## src/intc_pkg.sv

```systemverilog
package intc_pkg;

  // ---------------------------------------------------------------
  // Geometry
  // ---------------------------------------------------------------
  localparam int          NUM_SRC      = 8;   // Sources held in this block
  localparam int          NUM_PERIPH   = 4;   // Sources [7:4] count as peripheral
  localparam int          ADDR_W       = 4;
  localparam int          DATA_W       = 8;
  localparam int          PC_W         = 21;

  // ---------------------------------------------------------------
  // Vector addresses
  // ---------------------------------------------------------------
  localparam logic [PC_W-1:0] HIGH_VECTOR = 21'h000008;
  localparam logic [PC_W-1:0] LOW_VECTOR  = 21'h000018;

  // ---------------------------------------------------------------
  // Register map (byte offsets of the plain register port)
  // ---------------------------------------------------------------
  localparam logic [ADDR_W-1:0] ADDR_FLAG   = 4'h0;
  localparam logic [ADDR_W-1:0] ADDR_ENABLE = 4'h1;
  localparam logic [ADDR_W-1:0] ADDR_PRIO   = 4'h2;
  localparam logic [ADDR_W-1:0] ADDR_CTRL   = 4'h3;
  localparam logic [ADDR_W-1:0] ADDR_STATE  = 4'h4;

  // Control register bit positions
  localparam int          BIT_OVERALL  = 7;   // overall_or_high_level_enable
  localparam int          BIT_PERIPH   = 6;   // peripheral_or_low_level_enable
  localparam int          BIT_PRIOEN   = 5;   // priority_feature_enable
  localparam logic [DATA_W-1:0] CTRL_RESET = 8'h00;

  // Latency from flag set to vector: three cycles, fixed regardless of opcode length
  localparam int          LATENCY_CYC  = 3;
  localparam logic [1:0]  LAT_LAST     = 2'h2;

  // Handler nesting states
  typedef enum logic [2:0] {
    ST_IDLE = 3'b001,
    ST_LOW  = 3'b010,
    ST_HIGH = 3'b100
  } level_state_type;

endpackage : intc_pkg

```

## src/sync_flag.sv

```systemverilog
`timescale 1ns/1ps
// ---------------------------------------------------------------
// One event line: two-flop synchroniser, edge detect, sticky flag
// ---------------------------------------------------------------
module sync_flag (
  // Clock and reset
  input  wire logic mclk,
  input  wire logic rst_b,
  // Event and software clear
  input  wire logic event_pin,
  input  wire logic clear,
  // Flag
  output logic      flag
);
  logic meta;
  logic stable;
  logic stable_d;

  // Synchroniser; meta read only by stable
  always_ff @(posedge mclk or negedge rst_b) begin
    if (!rst_b) begin
      meta     <= 1'b0;
      stable   <= 1'b0;
      stable_d <= 1'b0;
    end else begin
      meta     <= event_pin;
      stable   <= meta;
      stable_d <= stable;
    end
  end

  // Set beats clear so an event in the clear cycle is kept
  always_ff @(posedge mclk or negedge rst_b) begin
    if (!rst_b) begin
      flag <= 1'b0;
    end else if (stable && !stable_d) begin
      flag <= 1'b1;
    end else if (clear) begin
      flag <= 1'b0;
    end
  end
endmodule : sync_flag

```

## src/intc_core.sv

```systemverilog
`timescale 1ns/1ps
// Overview of operation
// - Each source picks high or low; high vectors 0008h, low vectors 0018h.
// - Enabled high request pre-empts a running low handler and vectors again.
// - Each source has a flag, an enable and a priority select bit.
// - With priority feature clear (reset) priority selects are ignored.
// - Compatibility: peripheral sources need peripheral and overall enables both set.
// - Compatibility: overall enable alone gates core sources; clearing masks all.
// - Compatibility: every accepted interrupt vectors to 0008h.
// - Priority mode: high enable passes high sources; clear masks everything.
// - Priority mode: low sources need both high and low enables set.
// - Acceptance clears overall enable, or the accepted level's enable.
// - Low requests are not serviced while a high handler runs.
// - Vectoring pushes return address and loads the vector into PC.
// - Return instruction outside an acceptance cycle leaves the handler and sets the cleared enable again.
// - Pin event to vector latency is six cycles, fixed.
// - Flags set on events whatever the enable bits hold.
module intc_core
  import intc_pkg::*;
(
  // Clock and reset
  input  wire logic              mclk,
  input  wire logic              rst_b,
  // Register port
  input  wire logic [ADDR_W-1:0] reg_addr,
  input  wire logic [DATA_W-1:0] reg_wdata,
  input  wire logic              reg_wr,
  input  wire logic              reg_rd,
  output logic      [DATA_W-1:0] reg_rdata,
  // Core and peripheral event pins
  input  wire logic [NUM_SRC-1:0] src_event,
  // Core side
  input  wire logic [PC_W-1:0]   core_pc,
  input  wire logic              core_return_from_handler_instruction,
  output logic                   vector_req,
  output logic      [PC_W-1:0]   vector_addr,
  output logic                   stack_push,
  output logic      [PC_W-1:0]   stack_data
);

  // ---------------------------------------------------------------
  // Storage
  // ---------------------------------------------------------------
  logic [NUM_SRC-1:0] flag;
  logic [NUM_SRC-1:0] enable;
  logic [NUM_SRC-1:0] prio;
  logic               overall_or_high_level_enable;
  logic               peripheral_or_low_level_enable;
  logic               priority_feature_enable;
  level_state_type    level_state;
  level_state_type    next_level_state;
  logic [1:0]         lat_cnt;
  logic [NUM_SRC-1:0] flag_clear;
  logic               wr_flag;
  logic               preempted_low;

  assign wr_flag    = reg_wr && (reg_addr == ADDR_FLAG);
  // Writing zero to a flag bit clears it; writing one leaves it
  assign flag_clear = wr_flag ? ~reg_wdata : '0;

  // ---------------------------------------------------------------
  // Source flags
  // ---------------------------------------------------------------
  // flags ignore enables
  for (genvar i = 0; i < NUM_SRC; i++) begin : g_src
    sync_flag u_flag (
      .mclk      (mclk),
      .rst_b     (rst_b),
      .event_pin (src_event[i]),
      .clear     (flag_clear[i]),
      .flag      (flag[i])
    );
  end

  // ---------------------------------------------------------------
  // Gating
  // ---------------------------------------------------------------
  logic [NUM_SRC-1:0] active;
  logic [NUM_SRC-1:0] periph_mask;
  logic               any_compat;
  logic               any_high;
  logic               any_low;
  logic               take_high;
  logic               take_low;
  logic               take_any;
  logic               pending;

  assign active      = flag & enable;
  assign periph_mask = {{NUM_PERIPH{1'b1}}, {(NUM_SRC-NUM_PERIPH){1'b0}}};

  assign any_compat = overall_or_high_level_enable &&
                      (|(active & ~periph_mask) ||
                       (peripheral_or_low_level_enable && |(active & periph_mask)));
  // priority bits only count in priority mode
  assign any_high   = overall_or_high_level_enable && |(active & prio);
  assign any_low    = overall_or_high_level_enable && peripheral_or_low_level_enable &&
                      |(active & ~prio);

  assign take_high = priority_feature_enable && any_high && (level_state != ST_HIGH) &&
                     (lat_cnt == LAT_LAST);
  assign take_low  = priority_feature_enable && !any_high && any_low &&
                     (level_state == ST_IDLE) && (lat_cnt == LAT_LAST);
  assign take_any  = take_high || take_low ||
                     (!priority_feature_enable && any_compat && (lat_cnt == LAT_LAST));

  // only a request this level could take arms the latency counter, so
  // a masked or blocked source cannot leave the count primed early
  assign pending = priority_feature_enable ?
                   ((any_high && (level_state != ST_HIGH)) ||
                    (any_low && (level_state == ST_IDLE))) : any_compat;

  // ---------------------------------------------------------------
  // Latency counter
  // ---------------------------------------------------------------
  // fixed wait after the flag, independent of the instruction
  always_ff @(posedge mclk or negedge rst_b) begin
    if (!rst_b) begin
      lat_cnt <= 2'h0;
    end else if (take_any || !pending) begin
      lat_cnt <= 2'h0;
    end else if (lat_cnt != LAT_LAST) begin
      lat_cnt <= lat_cnt + 2'h1;
    end
  end

  // ---------------------------------------------------------------
  // Handler level tracking
  // ---------------------------------------------------------------
  always_comb begin
    next_level_state = level_state;
    case (level_state)
      ST_IDLE: begin
        if (take_high) begin
          next_level_state = ST_HIGH;
        end else if (take_low) begin
          next_level_state = ST_LOW;
        end
      end
      ST_LOW: begin
        if (take_high) begin
          next_level_state = ST_HIGH;
        end else if (core_return_from_handler_instruction) begin
          next_level_state = ST_IDLE;
        end
      end
      ST_HIGH: begin
        // A high handler that cut into a low one returns to it, so the
        // low handler's own return still restores the low enable
        if (core_return_from_handler_instruction) begin
          next_level_state = preempted_low ? ST_LOW : ST_IDLE;
        end
      end
      default: next_level_state = ST_IDLE;
    endcase
  end

  always_ff @(posedge mclk or negedge rst_b) begin
    if (!rst_b) begin
      level_state <= ST_IDLE;
    end else begin
      level_state <= next_level_state;
    end
  end

  // remember a low handler that a high one cut into, so that the
  // high return goes back to it instead of dropping to idle
  always_ff @(posedge mclk or negedge rst_b) begin
    if (!rst_b) begin
      preempted_low <= 1'b0;
    end else if (level_state == ST_LOW && take_high) begin
      preempted_low <= 1'b1;
    end else if (level_state == ST_HIGH && core_return_from_handler_instruction) begin
      preempted_low <= 1'b0;
    end
  end

  // ---------------------------------------------------------------
  // Global enables and mode
  // ---------------------------------------------------------------
  // acceptance clears enable
  always_ff @(posedge mclk or negedge rst_b) begin
    if (!rst_b) begin
      overall_or_high_level_enable   <= CTRL_RESET[BIT_OVERALL];
      peripheral_or_low_level_enable <= CTRL_RESET[BIT_PERIPH];
      priority_feature_enable        <= CTRL_RESET[BIT_PRIOEN];
    end else if (take_any) begin
      if (take_low) begin
        peripheral_or_low_level_enable <= 1'b0;
      end else begin
        overall_or_high_level_enable   <= 1'b0;
      end
    end else if (core_return_from_handler_instruction) begin
      if (priority_feature_enable && level_state == ST_LOW) begin
        peripheral_or_low_level_enable <= 1'b1;
      end else begin
        overall_or_high_level_enable   <= 1'b1;
      end
    end else if (reg_wr && reg_addr == ADDR_CTRL) begin
      overall_or_high_level_enable   <= reg_wdata[BIT_OVERALL];
      peripheral_or_low_level_enable <= reg_wdata[BIT_PERIPH];
      priority_feature_enable        <= reg_wdata[BIT_PRIOEN];
    end
  end

  // ---------------------------------------------------------------
  // Enable and priority select registers
  // ---------------------------------------------------------------
  always_ff @(posedge mclk or negedge rst_b) begin
    if (!rst_b) begin
      enable <= '0;
      prio   <= '0;
    end else if (reg_wr) begin
      if (reg_addr == ADDR_ENABLE) begin
        enable <= reg_wdata;
      end
      if (reg_addr == ADDR_PRIO) begin
        prio <= reg_wdata;
      end
    end
  end

  // ---------------------------------------------------------------
  // Vectoring outputs
  // ---------------------------------------------------------------
  // Address and pushed value hold between acceptances; only the pulses mark one
  // vector by level
  always_ff @(posedge mclk or negedge rst_b) begin
    if (!rst_b) begin
      vector_req  <= 1'b0;
      vector_addr <= '0;
      stack_push  <= 1'b0;
      stack_data  <= '0;
    end else begin
      vector_req  <= take_any;
      stack_push  <= take_any;
      if (take_any) begin
        vector_addr <= take_low ? LOW_VECTOR : HIGH_VECTOR;
        stack_data  <= core_pc;
      end
    end
  end

  // ---------------------------------------------------------------
  // Read port: data in the cycle after the strobe, unmapped reads zero
  // ---------------------------------------------------------------
  always_ff @(posedge mclk or negedge rst_b) begin
    if (!rst_b) begin
      reg_rdata <= '0;
    end else if (reg_rd) begin
      case (reg_addr)
        ADDR_FLAG:   reg_rdata <= flag;
        ADDR_ENABLE: reg_rdata <= enable;
        ADDR_PRIO:   reg_rdata <= prio;
        ADDR_CTRL:   reg_rdata <= {overall_or_high_level_enable,
                                   peripheral_or_low_level_enable,
                                   priority_feature_enable, 5'h00};
        ADDR_STATE:  reg_rdata <= {5'h00, level_state};
        default:     reg_rdata <= 8'h00;
      endcase
    end else begin
      reg_rdata <= 8'h00;
    end
  end

  // ---------------------------------------------------------------
  // Checks
  // ---------------------------------------------------------------
  AST_HIGH_VEC: assert property (@(posedge mclk) disable iff (!rst_b)
    take_high |=> vector_req && vector_addr == HIGH_VECTOR)
    else $error("high request missed high vector");
  AST_LOW_VEC: assert property (@(posedge mclk) disable iff (!rst_b)
    take_low |=> vector_req && vector_addr == LOW_VECTOR)
    else $error("low request missed low vector");
  AST_COMPAT_VEC: assert property (@(posedge mclk) disable iff (!rst_b)
    (take_any && !priority_feature_enable) |=> vector_addr == HIGH_VECTOR)
    else $error("compat vector not high");
  AST_PREEMPT: assert property (@(posedge mclk) disable iff (!rst_b)
    (level_state == ST_LOW && take_high) |=> level_state == ST_HIGH)
    else $error("high did not pre-empt low");
  AST_NO_LOW_IN_HIGH: assert property (@(posedge mclk) disable iff (!rst_b)
    level_state == ST_HIGH |-> !take_low)
    else $error("low taken in high handler");
  AST_CLEAR_GIE: assert property (@(posedge mclk) disable iff (!rst_b)
    (take_any && !take_low) |=> !overall_or_high_level_enable)
    else $error("enable not cleared on accept");
  AST_CLEAR_LOW: assert property (@(posedge mclk) disable iff (!rst_b)
    take_low |=> !peripheral_or_low_level_enable)
    else $error("low enable not cleared");
  AST_PUSH: assert property (@(posedge mclk) disable iff (!rst_b)
    take_any |=> stack_push && stack_data == $past(core_pc))
    else $error("return address not pushed");
  AST_MASK: assert property (@(posedge mclk) disable iff (!rst_b)
    !overall_or_high_level_enable |-> !take_any)
    else $error("accept while masked");
  AST_HIGH_FIRST: assert property (@(posedge mclk) disable iff (!rst_b)
    (priority_feature_enable && any_high && any_low) |-> !take_low)
    else $error("low served before high");
  AST_LATENCY: assert property (@(posedge mclk) disable iff (!rst_b)
    $rose(any_compat && !priority_feature_enable && level_state == ST_IDLE)
      |-> ##[2:3] take_any)
    else $error("latency out of range");
  // Return path: each return with no acceptance in its cycle restores what its acceptance cleared
  AST_RET_HIGH: assert property (@(posedge mclk) disable iff (!rst_b)
    (core_return_from_handler_instruction && !take_any && !(priority_feature_enable && level_state == ST_LOW))
      |=> overall_or_high_level_enable)
    else $error("return left overall or high enable clear");
  AST_RET_LOW: assert property (@(posedge mclk) disable iff (!rst_b)
    (core_return_from_handler_instruction && !take_any && priority_feature_enable && level_state == ST_LOW)
      |=> peripheral_or_low_level_enable)
    else $error("return left low enable clear");
  AST_RET_NEST: assert property (@(posedge mclk) disable iff (!rst_b)
    (core_return_from_handler_instruction && level_state == ST_HIGH && preempted_low) |=> level_state == ST_LOW)
    else $error("high return did not resume low handler");
  AST_LAT_LEVEL: assert property (@(posedge mclk) disable iff (!rst_b)
    $rose(pending) ##1 pending ##1 pending |-> take_any)
    else $error("request not taken after latency count");
  AST_NO_LOW_VEC_IN_HIGH: assert property (@(posedge mclk) disable iff (!rst_b)
    level_state == ST_HIGH |=> !(vector_req && vector_addr == LOW_VECTOR))
    else $error("low vector issued in high handler");

  COV_HIGH: cover property (@(posedge mclk) disable iff (!rst_b) take_high);
  COV_LOW: cover property (@(posedge mclk) disable iff (!rst_b) take_low);
  COV_NEST: cover property (@(posedge mclk) disable iff (!rst_b)
    level_state == ST_LOW && take_high);
  COV_RET: cover property (@(posedge mclk) disable iff (!rst_b)
    core_return_from_handler_instruction && level_state != ST_IDLE);
  COV_BACK_TO_LOW: cover property (@(posedge mclk) disable iff (!rst_b)
    core_return_from_handler_instruction && level_state == ST_HIGH && preempted_low);

endmodule : intc_core

```

## config.mk

```make
export PLATFORM = sky130hd
export DESIGN_NAME = intc_core
export DESIGN_NICKNAME = d
export VERILOG_FILES = /design/src/intc_pkg.sv /design/src/sync_flag.sv /design/src/intc_core.sv
export SDC_FILE = /design/constraint.sdc
export NUM_CORES = 1
export LEC_CHECK = 0
export ABC_CLOCK_PERIOD_IN_PS = 3000
export BUFFER_PORTS_ARGS = -buffer_cell sky130_fd_sc_hd__buf_2
export CORE_ASPECT_RATIO = 1.4
export CORE_MARGIN = 1
export CORE_UTILIZATION = 53
export DETAILED_ROUTE_END_ITERATION = 12
export PLACE_DENSITY = 0.86
export SKIP_LAST_GASP = 1
export SLEW_MARGIN = 20
export SYNTH_ARGS = -nofsm -noshare
export SYNTH_HDL_FRONTEND = slang
export SYNTH_SLANG_ARGS = --single-unit
```

## constraint.sdc

```tcl
create_clock -name mclk -period 3 [get_ports mclk]
set_input_delay 0.6 -clock mclk [delete_from_list [all_inputs] [get_ports mclk]]
set_output_delay 0.6 -clock mclk [all_outputs]
set_load 0.05 [all_outputs]
```

### Word level (Yosys, flattened, before mapping)

Index checks and enable logic that the tools add are counted.
W data, S select, Z words.

* equal/unequal tests: 17
* bitwise logic cells: 7
* reduce and logical (&&, ||, !) cells: 67
* mux-type cells: 42
* $add $sub $neg: 1

Operators by type and width (number)
* $pmux W8 S5: 1
* $logic_and A1 B1 Y1: 29
* $mux W1: 29
* $and A8 B8 Y8: 3
* $reduce_bool A2 Y1: 10
* $mux W8: 2
* $not A8 Y8: 2
* $reduce_or A8 Y1: 2
* $mux W3: 5
* $ne A3 B3 Y1 const B: 4
* $reduce_and A3 Y1: 4
* $logic_not A1 Y1: 11
* $pmux W3 S3: 1
* $eq A4 B2 Y1 const B: 2
* $ne A2 B2 Y1 const B: 4
* $reduce_or A4 Y1: 2
* $mux W2: 3
* $logic_or A1 B1 Y1: 5
* $mux W5: 1
* $eq A4 B1 Y1 const B: 1
* $eq A4 B3 Y1 const B: 1
* $logic_not A4 Y1: 1
* $reduce_and A2 Y1: 2
* $eq A3 B1 Y1 const B: 1
* 7 further kinds: 8

* bits in registers: 108
* output and inout bits: 52
* logic and storage cells: 178
* input port bits: 46

### Logic depth before layout (Yosys ltp)

Gate-level depths: netlist (run 1).

* depth in word-level cells: 13
* mapped depth: 9
* depth with buffers taken out: 6

### Cells and area by module

A second synthesis (run 1) with hierarchy kept.

* cell total of the unflattened synthesis: 317
* area, all modules: 3957.5 µm²

Modules (own cells, without submodules)
* intc_core: cells an instance 261, area an instance 2996.6 µm², times used 1
* sync_flag: cells an instance 7, area an instance 120.1 µm², times used 8

### Worst setup path after synthesis (run 1)

OpenSTA, ideal clock, no wires.

* kind: flip-flop to flip-flop
* from: register level_state[0]
* to: register stack_data[10]
* period minus slack after synthesis: 2106 ps
* stages on the path, launching flop included: 9
* required time: 2875 ps
* arrival time: 1980 ps
* path slack: 894 ps
* cell sequence: dfstp_2 nor3b_2 and3_1 o31ai_1 a221oi_2 o21a_1 buf_6 buf_12 mux2_4

* longest elaborated chain between the ends: 5
* elaborated cells on any way between the ends: 8
* those cells by class: eq/ne: 2; reduce/logical: 6

RTL lines
* start, declared: RTL line intc_core.sv:50 `level_state_type level_state;`
* start signal, assigned: RTL line intc_core.sv:161 `level_state <= next_level_state;`
* $ne A3 B3 Y1 or $eq A3 B1 Y1 (tied branches): RTL line intc_core.sv:99, intc_core.sv:102
* $logic_and A1 B1 Y1 (on tied branches): RTL line intc_core.sv:99, intc_core.sv:101
* $logic_and A1 B1 Y1 (on tied branches): RTL line intc_core.sv:99, intc_core.sv:102
* $logic_or A1 B1 Y1 * (2 in a row): RTL line intc_core.sv:103 `assign take_any = take_high || take_low ||`
* end signal, assigned: RTL line intc_core.sv:238 `stack_data <= core_pc;`
* end, declared: RTL line intc_core.sv:38 `output logic [PC_W-1:0] stack_data`

Every way passes the cells marked *; elsewhere a longest branch is shown, timed or not.
A chain may end at the register's enable or synchronous reset.

### Final worst setup path (run 1)

* from: register level_state[0]
* to: register stack_data[4]

The elaborated chain is that of the path after synthesis.

==> metrics, run 1 <==
fill count 566; via count 2646; final design area excluding fillers 4440 µm²; RSZ-0062 raised after global routing false; HP Class input pin to async pin; R2R cell count 7; Worst Max-Slew Pin Slew 0.774 ns; post-synth cell types 52; CTS tree done; Overflow after GRT 0; pin count of the biggest net entering global routing 90; critical path required time 3.23 ns; dpl hpwl 5380 µm; largest family of logic cells by synthesized area multiplexers; I/O pins 98; nets 438; first-pass GRT wire length 11300 µm; Post-Route WL 7360 µm; Num CTS Buffers 9; final max-slew violation count 0; Die H 103 µm; sequential area share after synthesis 0.574; fraction of synthesized area in multiplexers 0.153; Max Cap Violations 0; max_slew headroom 0.484; final setup fails 0; ratio of final minimum period to clock period 0.815; die width 74.3 µm; dpl ws 0.588 ns; Avg Inst Size Synth 12.6 µm²; Core Area 7030 µm²; xor/xnor share of the synthesized area 0; TNS Setup 0 ns; number of cell rows 36; CTS root buf clkbuf_8; Reg clk slew, reported paths 0.08 ns; Post-Synth Simple-Gate Area 0.0951; vias in the first global route 2465; Final Util 0.632; number of enable flip-flop cells after synthesis 0; adder-cell share of the synthesized area 0.00322; setup bufs post-CTS 0; PD cells 912 nW/µm²; Critical Path End Type flip-flop; FF-to-FF Start level_state[0]; clk_skew 0.00504 ns; routed length per instance 15.0 µm; clock sink count 89; DRC Markers 0; reg-to-reg critical path endpoint stack_data[4]; reg2reg setup slack 0.55 ns; Max H-tree Level 3; most frequent cells in the layout 88 x dfrtp_1, 77 x buf_2, 23 x o21ai_0, 20 x mux2_2, 19 x conb_1; share of layout cells above drive strength 1 0.359; Worst Path Arrival 2.68 ns; post-route minimum period 2.45 ns; clock latency at the later pin of the worst-skew pair 0.34 ns; Starting Density 0.552; initial antenna violation count 0; LEAKAGE 0.00215 µW; post-CTS sizing 0; most common cell after layout, fill and taps aside dfrtp_1; Placer Congestion 0.914; ANT nets after route 0; Hold Violations, Final 0; IO buf count 78; synth warn 0; post-synthesis compound-gate area fraction 0.0996; drt via density 5.39; PnR worst setup slack 0.554 ns; critical-path maximum fanout 25; Fmax 409 MHz; flops & latches, synth 89; Initial DRC Count 126; Die ar. 7670 µm²; Synth Cell Area 3880 µm²; antenna diode count 0; hold_ws 0.308 ns; Async SR Flop Fraction 1.00; CTS max path bufs 2; critical path class flip-flop to flip-flop; Mapped Cells 309; ys flop type dfrtp_1; GRT Total Usage 0.202; status complete, no violations; DRT Pass-1 Iters 4; placed cell area 4260 µm²; IR drop worst, VDD 0.939 mV; CP Launch Type flip-flop; CTS Hold Bufs 0; area grow syn2layout 14.5%
[sequential cells by signal, indices dropped and copies added, names as in the netlist]
name and cells:
enable 8, g_src.u_flag.flag 8, g_src.u_flag.meta 8, g_src.u_flag.stable 8, g_src.u_flag.stable_d 8, lat_cnt 2
level_state 3, overall_or_high_level_enable 1, peripheral_or_low_level_enable 1, preempted_low 1, prio 8, priority_feature_enable 1
reg_rdata 8, stack_data 21, stack_push 1, vector_addr 2
[logic make-up (layout without fill, tap and decap cells)]
kind of cell	after synthesis	count (layout)
adder cells (fa/ha/maj)	1	1
other	1	19
multiplexers	45	45
AO/OA/AOI/OAI	58	58
AND/OR/NAND/NOR	69	69
buffers and inverters	46	115
flip-flops	89	89
[worst max-delay path, cell delays in order (launching register included)]
cell      delay [ns]
dfstp_2         0.59
nor3b_2         0.20
and3_1          0.17
o31ai_1         0.12
a221oi_2        0.36
o21a_1          0.16
buf_4           0.34
mux2_2          0.39
[cells in the mapped netlist (2+ instances only)]
| cell | n | area share |
|---|---|---|
| dfrtp_1 | 88 | 0.57 |
| nand2_1 | 17 | 0.016 |
| or2_2 | 3 | 0.0048 |
| o32a_1 | 3 | 0.0077 |
| a22oi_1 | 5 | 0.0097 |
| buf_2 | 3 | 0.0039 |
| o21a_1 | 2 | 0.0039 |
| mux4_2 | 3 | 0.017 |
| mux2_2 | 20 | 0.058 |
| nand3_1 | 3 | 0.0039 |
| nor2_1 | 18 | 0.017 |
| nand3b_1 | 4 | 0.0077 |
| buf_4 | 20 | 0.039 |
| mux2_4 | 16 | 0.062 |
| o21ai_0 | 23 | 0.030 |
| nor2b_1 | 3 | 0.0048 |
| o31ai_1 | 2 | 0.0039 |
| a31oi_1 | 6 | 0.0097 |
| nor3_1 | 4 | 0.0052 |
| a21oi_1 | 4 | 0.0052 |
| mux2i_1 | 6 | 0.015 |
| o22ai_1 | 2 | 0.0032 |
| and3_1 | 8 | 0.013 |
| inv_1 | 18 | 0.017 |
[report_power, final]
part / internal [µW] / total (µW) / switching, µW
clock network: 346 / 724 / 377
logic: 587 / 1650 / 1060
registers: 1480 / 1680 / 204
total: 2410 / 4050 / 1640
[per-layer routing]
layer / share of wire / up-vias / track usage / routed length (µm)
met3: 0.052 / 35 / 0.0572 / 380
met5: 0 / - / 0 / 0
li1: - / 1217 / - / -
met4: 0.040 / 0 / 0.123 / 298
met2: 0.52 / 101 / 0.328 / 3790
met1: 0.39 / 1293 / 0.238 / 2890
[through the flow]
step	total power (µW)	cells
final	4050	491
after global routing	4240	491
after CTS	4070	491
after detailed placement	3340	475
after global placement	3290	475
after floorplan	3000	327
[how the worst max path moves through the flow]
| stage | start | end | slack, ns | depth (start not counted) |
|---|---|---|---|---|
| floorplan | level_state[0] | stack_data[10] | 0.89 | 8 |
| finish | level_state[0] | stack_data[4] | 0.55 | 7 |
| global placement | level_state[0] | stack_data[0] | 0.66 | 7 |
| CTS | level_state[0] | stack_data[4] | 0.58 | 7 |
| detailed placement | level_state[0] | stack_data[4] | 0.59 | 7 |
| global route | level_state[0] | stack_data[4] | 0.44 | 7 |
[cell type report]
cell class / count / area (µm²) / share of cell area
clock inverter: 2 / 12.5 / 0.00282
clock buffer: 14 / 163 / 0.0366
sequential: 89 / 2230 / 0.502
tap: 95 / 119 / 0.0268
timing repair buffer: 81 / 419 / 0.0944
inverter: 18 / 67.6 / 0.0152
multi-input combinational: 192 / 1430 / 0.323
Power figures use the tool's default switching activity.
==> run 2, diff against run 1 <==
--- a/config.mk
+++ b/config.mk
@@ -5,13 +5,13 @@
 export SDC_FILE = /design/constraint.sdc
 export NUM_CORES = 1
 export LEC_CHECK = 0
-export ABC_CLOCK_PERIOD_IN_PS = 3000
+export ABC_CLOCK_PERIOD_IN_PS = 2100
 export BUFFER_PORTS_ARGS = -buffer_cell sky130_fd_sc_hd__buf_2
 export CORE_ASPECT_RATIO = 1.4
 export CORE_MARGIN = 1
-export CORE_UTILIZATION = 53
+export CORE_UTILIZATION = 48
 export DETAILED_ROUTE_END_ITERATION = 12
-export PLACE_DENSITY = 0.86
+export PLACE_DENSITY = 0.82
 export SKIP_LAST_GASP = 1
 export SLEW_MARGIN = 20
 export SYNTH_ARGS = -nofsm -noshare
==> constraint.sdc (replaced) <==
create_clock -name mclk -period 2.1 [get_ports mclk]
set_input_delay 0.42 -clock mclk [delete_from_list [all_inputs] [get_ports mclk]]
set_output_delay 0.42 -clock mclk [all_outputs]
set_load 0.05 [all_outputs]
==> run 2 against run 1 <==
The flow now finishes with violations (negative setup slack). Total power increased by 50%. Hold slack got worse by 0.14 ns. Final cell count increased by 5.7%. First-iteration DRC count decreased by 13%. Highest routed layer unchanged. Sequential share of layout area decreased by 2.7 points. Critical path type unchanged.
==> metrics, run 2 (synthesized netlist as in run 1, its figures left out) <==
pin count of the biggest net entering global routing 44 (-51%); die width 78.0 µm (+4.9%); clock latency at the later pin of the worst-skew pair 0.36 ns (+0.02 ns); post-route minimum period 2.21 ns (-0.239 ns); dpl hpwl 6020 µm (+12%); PD cells 1300 nW/µm² (+42%); DRC Markers 0 (unchanged); initial antenna violation count 0 (unchanged); Max Cap Violations 0 (unchanged); area grow syn2layout 21.0%; DRT Pass-1 Iters 4 (unchanged); Top Layer Used met4; final setup fails 21 (+21); critical path class flip-flop to flip-flop; PnR worst setup slack -0.108 ns (-0.661 ns); Post-Route WL 8150 µm (+11%); most frequent cells in the layout 88 x dfrtp_1, 77 x buf_2, 24 x buf_4, 23 x o21ai_0, 20 x mux2_2; CTS root buf clkbuf_8; IR drop worst, VDD 0.882 mV (-6.2%); critical path required time 2.35 ns (-0.88 ns); first-pass GRT wire length 12700 µm (+12%); CP Launch Type flip-flop; antenna diode count 0 (unchanged); via count 2690 (+1.7%); ANT nets after route 0 (unchanged); Int Power 3660 µW (+52%); ratio of final minimum period to clock period 1.05 (+0.236); GRT Total Usage 0.203 (+0.000895); Initial DRC Count 109 (-13%); clk_skew 0.00755 ns (+0.00251 ns); HP Class input pin to flip-flop; Worst Path Arrival 2.46 ns (-0.22 ns); Num CTS Buffers 9 (unchanged); Logic pwr share 0.433 (+0.027); CTS max path bufs 2 (unchanged); nets 462 (+5.5%); share of layout cells above drive strength 1 0.403 (+0.0448); Die H 108 µm (+5.0%); Placer Congestion 0.882 (-3.5%); Max H-tree Level 3 (unchanged); failing checks negative setup slack; Starting Density 0.498 (-0.0546); Die ar. 8450 µm² (+10%); Hold Violations, Final 0 (unchanged); Overflow after GRT 0 (unchanged); LEAKAGE 0.00229 µW (+6.6%); Sw Ratio 0.398 (-0.00681); total length of routed met2 wires 4410 µm (+16%); dpl ws -0.0825 ns (-0.671 ns); critical-path maximum fanout 13 (-48%); clock sink count 89 (unchanged); Clk pwr share 0.180 (about the same); I/O pins 98 (unchanged); placed cell area 4460 µm² (+4.5%); switching power of the nets 2420 µW (+48%); most common cell after layout, fill and taps aside dfrtp_1; Critical Path End Type flip-flop; number of cell rows 38 (+5.6%); Reg clk slew, reported paths 0.08 ns (about the same); IO buf count 78 (unchanged); Core Area 7800 µm² (+11%); vias in the first global route 2693 (+9.2%); final design area excluding fillers 4700 µm² (+5.7%); final max-slew violation count 0 (unchanged); routed length per instance 15.7 µm (+4.8%); Fmax 453 MHz (+11%); Largest register FFs 21 (unchanged); Biggest register stack_data; drt via density 5.18 (-3.8%); RSZ-0062 raised after global routing true; metal3 WL 315 µm (-17%); status complete, but fails checks; Seq pwr share 0.388 (-0.027); met1 wire length 3080 µm (+6.5%); CTS tree done
run 2: changes by cell type in the layout (fill, tap and decap cells not counted), sizes merged:
cell,before,now
buf,81,103
clkbuf,14,12
dlygate4sd3,0,1
bufinv,0,1
clkinv,1,3
clkinvlp,1,0
run 2: worst paths after layout:
kind / slack [ns] / cells past startpoint / end / from
worst max-delay path: -0.11 / 7 / stack_data[2] / level_state[0]
worst min-delay path: 0.16 / 1 / g_src[6].u_flag.meta / src_event[6]
worst max register to register: -0.11 / 7 / stack_data[2] / level_state[0]
worst min register to register: 0.35 / 0 / g_src[0].u_flag.stable / g_src[0].u_flag.meta
max in group asynchronous: 0.99 / 3 / stack_data[11] / rst_b
min in group asynchronous: 0.52 / 2 / prio[6] / rst_b
run 2: area by class of cell:
| type | instances | area [µm²] |
|---|---|---|
| tap | 100 | 125 |
| multi-input combinational | 192 | 1460 |
| timing repair buffer | 105 | 641 |
| clock buffer | 11 | 131 |
| inverter | 18 | 67.6 |
| clock inverter | 4 | 45.0 |
| sequential | 89 | 2230 |
| fill | 676 | 3100 |
run 2: per-stage QoR:
stage          hold WS [ns]  total power, µW  setup TNS, ns   util  instances
2_1_floorplan         0.124             4300        -0.0594      -        327
3_3_place_gp          0.331             4870         -0.539  0.572        501
3_5_place_dp          0.336             4950         -0.954  0.572        501
4_1_cts               0.143             6050          -1.26  0.595        517
5_1_grt               0.142             6370          -4.40  0.602        519
6_report              0.163             6090          -1.73  0.602        519
run 2: repair_timing:
action	in CTS	in global routing
cloned	0	1
setup buffers	0	1
setup endpoints to repair	21	23
gates resized for setup	0	5
pin swaps	0	2
endpoints found under the hold margin	23	0
hold buffers	1	0
run 2: metal layers:
layer / vias to the layer above / global-route usage
met5: - / 0
met3: 23 / 0.0405
li1: 1269 / -
met2: 72 / 0.362
met4: 0 / 0.122
met1: 1326 / 0.223
run 2: power groups by stage:
| stage | clock, µW | sequential [µW] | combinational (µW) |
|---|---|---|---|
| after CTS | 1120 | 2350 | 2570 |
| final | 1090 | 2360 | 2630 |
| after global placement | 0 | 2360 | 2510 |
| after global routing | 1180 | 2410 | 2780 |
| after detailed placement | 0 | 2380 | 2570 |
| after floorplan | 0 | 3170 | 1130 |
run 2: critical path: stages, from the launching register on:
cell	delay (ns)
dfstp_2	0.54
nor3b_4	0.20
and3_4	0.21
o31ai_2	0.08
a221oi_2	0.32
o21a_2	0.24
buf_12	0.17
mux2_2	0.34
==> run 3, diff against run 2 <==
--- a/config.mk
+++ b/config.mk
@@ -9,9 +9,9 @@
 export BUFFER_PORTS_ARGS = -buffer_cell sky130_fd_sc_hd__buf_2
 export CORE_ASPECT_RATIO = 1.4
 export CORE_MARGIN = 1
-export CORE_UTILIZATION = 48
+export CORE_UTILIZATION = 45
 export DETAILED_ROUTE_END_ITERATION = 12
-export PLACE_DENSITY = 0.82
+export PLACE_DENSITY = 0.78
 export SKIP_LAST_GASP = 1
 export SLEW_MARGIN = 20
 export SYNTH_ARGS = -nofsm -noshare
==> run 3 against run 2 <==
The flow still finishes with violations (negative setup slack). Cell area up 4.8%. Worst setup slack worse by 0.039 ns. Core utilization down 0.56 points. Register-to-register slack worse by 0.04 ns. Routed wire length down 0.53%. Sequential share of layout area down 2.2 points. Critical path type unchanged. Critical endpoint is now stack_data[18]. Largest cell class unchanged. Largest power group unchanged.
==> metrics, run 3 (synthesized netlist as in run 1, its figures left out) <==
CTS max path bufs 2 (unchanged); placed cell area 4480 µm² (+0.56%); Post-Route WL 8110 µm (-0.53%); clock latency at the later pin of the worst-skew pair 0.34 ns (-0.02 ns); CTS tree done; Sw Ratio 0.377 (-0.0210); Crit. Startpoint level_state[0]; via count 2731 (+1.5%); most common cell after layout, fill and taps aside dfrtp_1; hold_ws 0.0368 ns (-0.126 ns); LEAKAGE 0.00239 µW (+4.4%); Reg clk slew, reported paths 0.06 ns (-0.02 ns); final design area excluding fillers 4920 µm² (+4.8%); switching power of the nets 2570 µW (+6.0%); critical path required time 2.33 ns (-0.02 ns); most frequent cells in the layout 88 x dfrtp_1, 77 x buf_2, 28 x buf_4, 22 x o21ai_0, 20 x mux2_2; Overflow after GRT 0 (unchanged); Largest register FFs 21 (unchanged); number of cell rows 39 (+2.6%); Core Area 8250 µm² (+5.8%); CTS root buf clkbuf_16; area of the multi-input gates 1470 µm² (+0.86%); HP Class input pin to async pin; share of layout cells above drive strength 1 0.424 (+0.0202); Max H-tree Level 3 (unchanged); area grow syn2layout 26.8%; Num CTS Buffers 9 (unchanged); Hold Violations, Final 0 (unchanged); die width 80.5 µm (+3.2%); post-route minimum period 2.25 ns (+0.0391 ns); Placer Congestion 0.955 (+8.2%); nets 467 (+1.1%); Die H 112 µm (+3.2%); Worst Path Arrival 2.48 ns (+0.02 ns); final max-slew violation count 0 (unchanged); critical-path maximum fanout 5 (-8); antenna diode count 0 (unchanged); RSZ-0062 raised after global routing true; I/O pins 98 (unchanged); failing checks negative setup slack; Starting Density 0.470 (-0.0271); Biggest register stack_data; DRC Markers 0 (unchanged); PD cells 1380 nW/µm² (+6.8%); dpl hpwl 5880 µm (-2.2%); vias in the first global route 2864 (+6.3%); first-pass GRT wire length 13400 µm (+5.6%); CP Launch Type flip-flop; IR drop worst, VDD 0.993 mV (+13%); Logic pwr share 0.400 (-0.033); register area 2230 µm² (unchanged); FF-to-FF Start level_state[0]; Die ar. 9000 µm² (+6.5%); ratio of final minimum period to clock period 1.07 (+0.0186); fill count 670 (-0.89%); critical path class flip-flop to flip-flop; dpl ws -0.0900 ns (-0.00751 ns); final setup fails 24 (+14%); Initial DRC Count 164 (+50%); DRT Pass-1 Iters 4 (unchanged); clk_skew 0.00574 ns (-0.00182 ns); IO buf count 78 (unchanged); clock sink count 89 (unchanged); Fmax 445 MHz (-1.7%); PnR worst setup slack -0.147 ns (-0.0391 ns); status complete, but fails checks; initial antenna violation count 0 (unchanged); routed length per instance 15.4 µm (-2.0%); ANT nets after route 0 (unchanged); GRT Total Usage 0.199 (-0.00424); Clk pwr share 0.253 (+0.073); Int Power 4240 µW (+16%); Max Cap Violations 0 (unchanged); Critical Path End Type flip-flop; pin count of the biggest net entering global routing 39 (-11%); Seq pwr share 0.347 (-0.041); CTS Hold Bufs 0 (-1); drt via density 5.18 (about the same)
[run 3: cell count changes in the layout (fill, tap and decap cells not counted), sizes merged]
cell | previous run | this run
buf | 103 | 110
clkbuf | 12 | 9
inv | 18 | 21
clkinv | 3 | 1
bufinv | 1 | 2
clkinvlp | 0 | 1
dlygate4sd3 | 1 | 0
[run 3: per-stage QoR]
stage / instances / total power, µW / utilization / setup TNS [ns]
finish: 527 / 6810 / 0.597 / -2.36
global route: 527 / 7120 / 0.597 / -4.25
detailed placement: 506 / 4950 / 0.543 / -1.09
floorplan: 327 / 4300 / - / -0.0594
CTS: 527 / 6830 / 0.594 / -1.06
global placement: 506 / 4870 / 0.543 / -0.129
[run 3: power by group through the flow]
stage	Clock, µW	Combinational, µW	Sequential (µW)
after global placement	0	2510	2360
final	1720	2720	2360
after CTS	1760	2710	2360
after global routing	1840	2870	2410
after floorplan	0	1130	3170
after detailed placement	0	2580	2370
[run 3: final timing paths]
check                                    endpoint  slack (ns)  depth (start not counted)
max                                stack_data[18]       -0.15                          8
min                                 stack_data[7]        0.04                          1
max reg2reg                        stack_data[18]       -0.15                          8
min reg2reg                g_src[3].u_flag.stable        0.35                          0
max in group asynchronous          stack_data[18]        1.46                          2
min in group mclk            g_src[5].u_flag.meta        0.18                          1
[run 3: timing repair]
item	in CTS	in global routing
endpoints found under the setup margin	22	26
cloned	2	0
setup buffers	3	0
pin swaps	0	2
hold endpoints to repair	0	0
resized for setup	6	5
[run 3: final cells by class]
cell class / instances / share of cell area
repair buffers: 110 / 0.143
well taps: 102 / 0.0259
multi-input cells: 192 / 0.299
flip-flops and latches: 89 / 0.453
clock buffers: 9 / 0.0458
inverters: 18 / 0.0137
clock inverters: 7 / 0.0201
[run 3: routing by layer]
layer  global-route usage  wire length (µm)  vias up
met1                0.220              3080     1334
met5                    0                 0        -
met2                0.336              4380       87
met4                0.101               256        0
li1                     -                 -     1284
met3               0.0631               392       26
[run 3: worst max-delay path, stage by stage (launching register included)]
cell and delay, ns:
dfstp_2 0.53, nor3b_4 0.21, and3_4 0.21, o31ai_2 0.07, a221oi_2 0.30, o21a_2 0.23, buf_4 0.15, buf_16 0.12
mux2_4 0.29
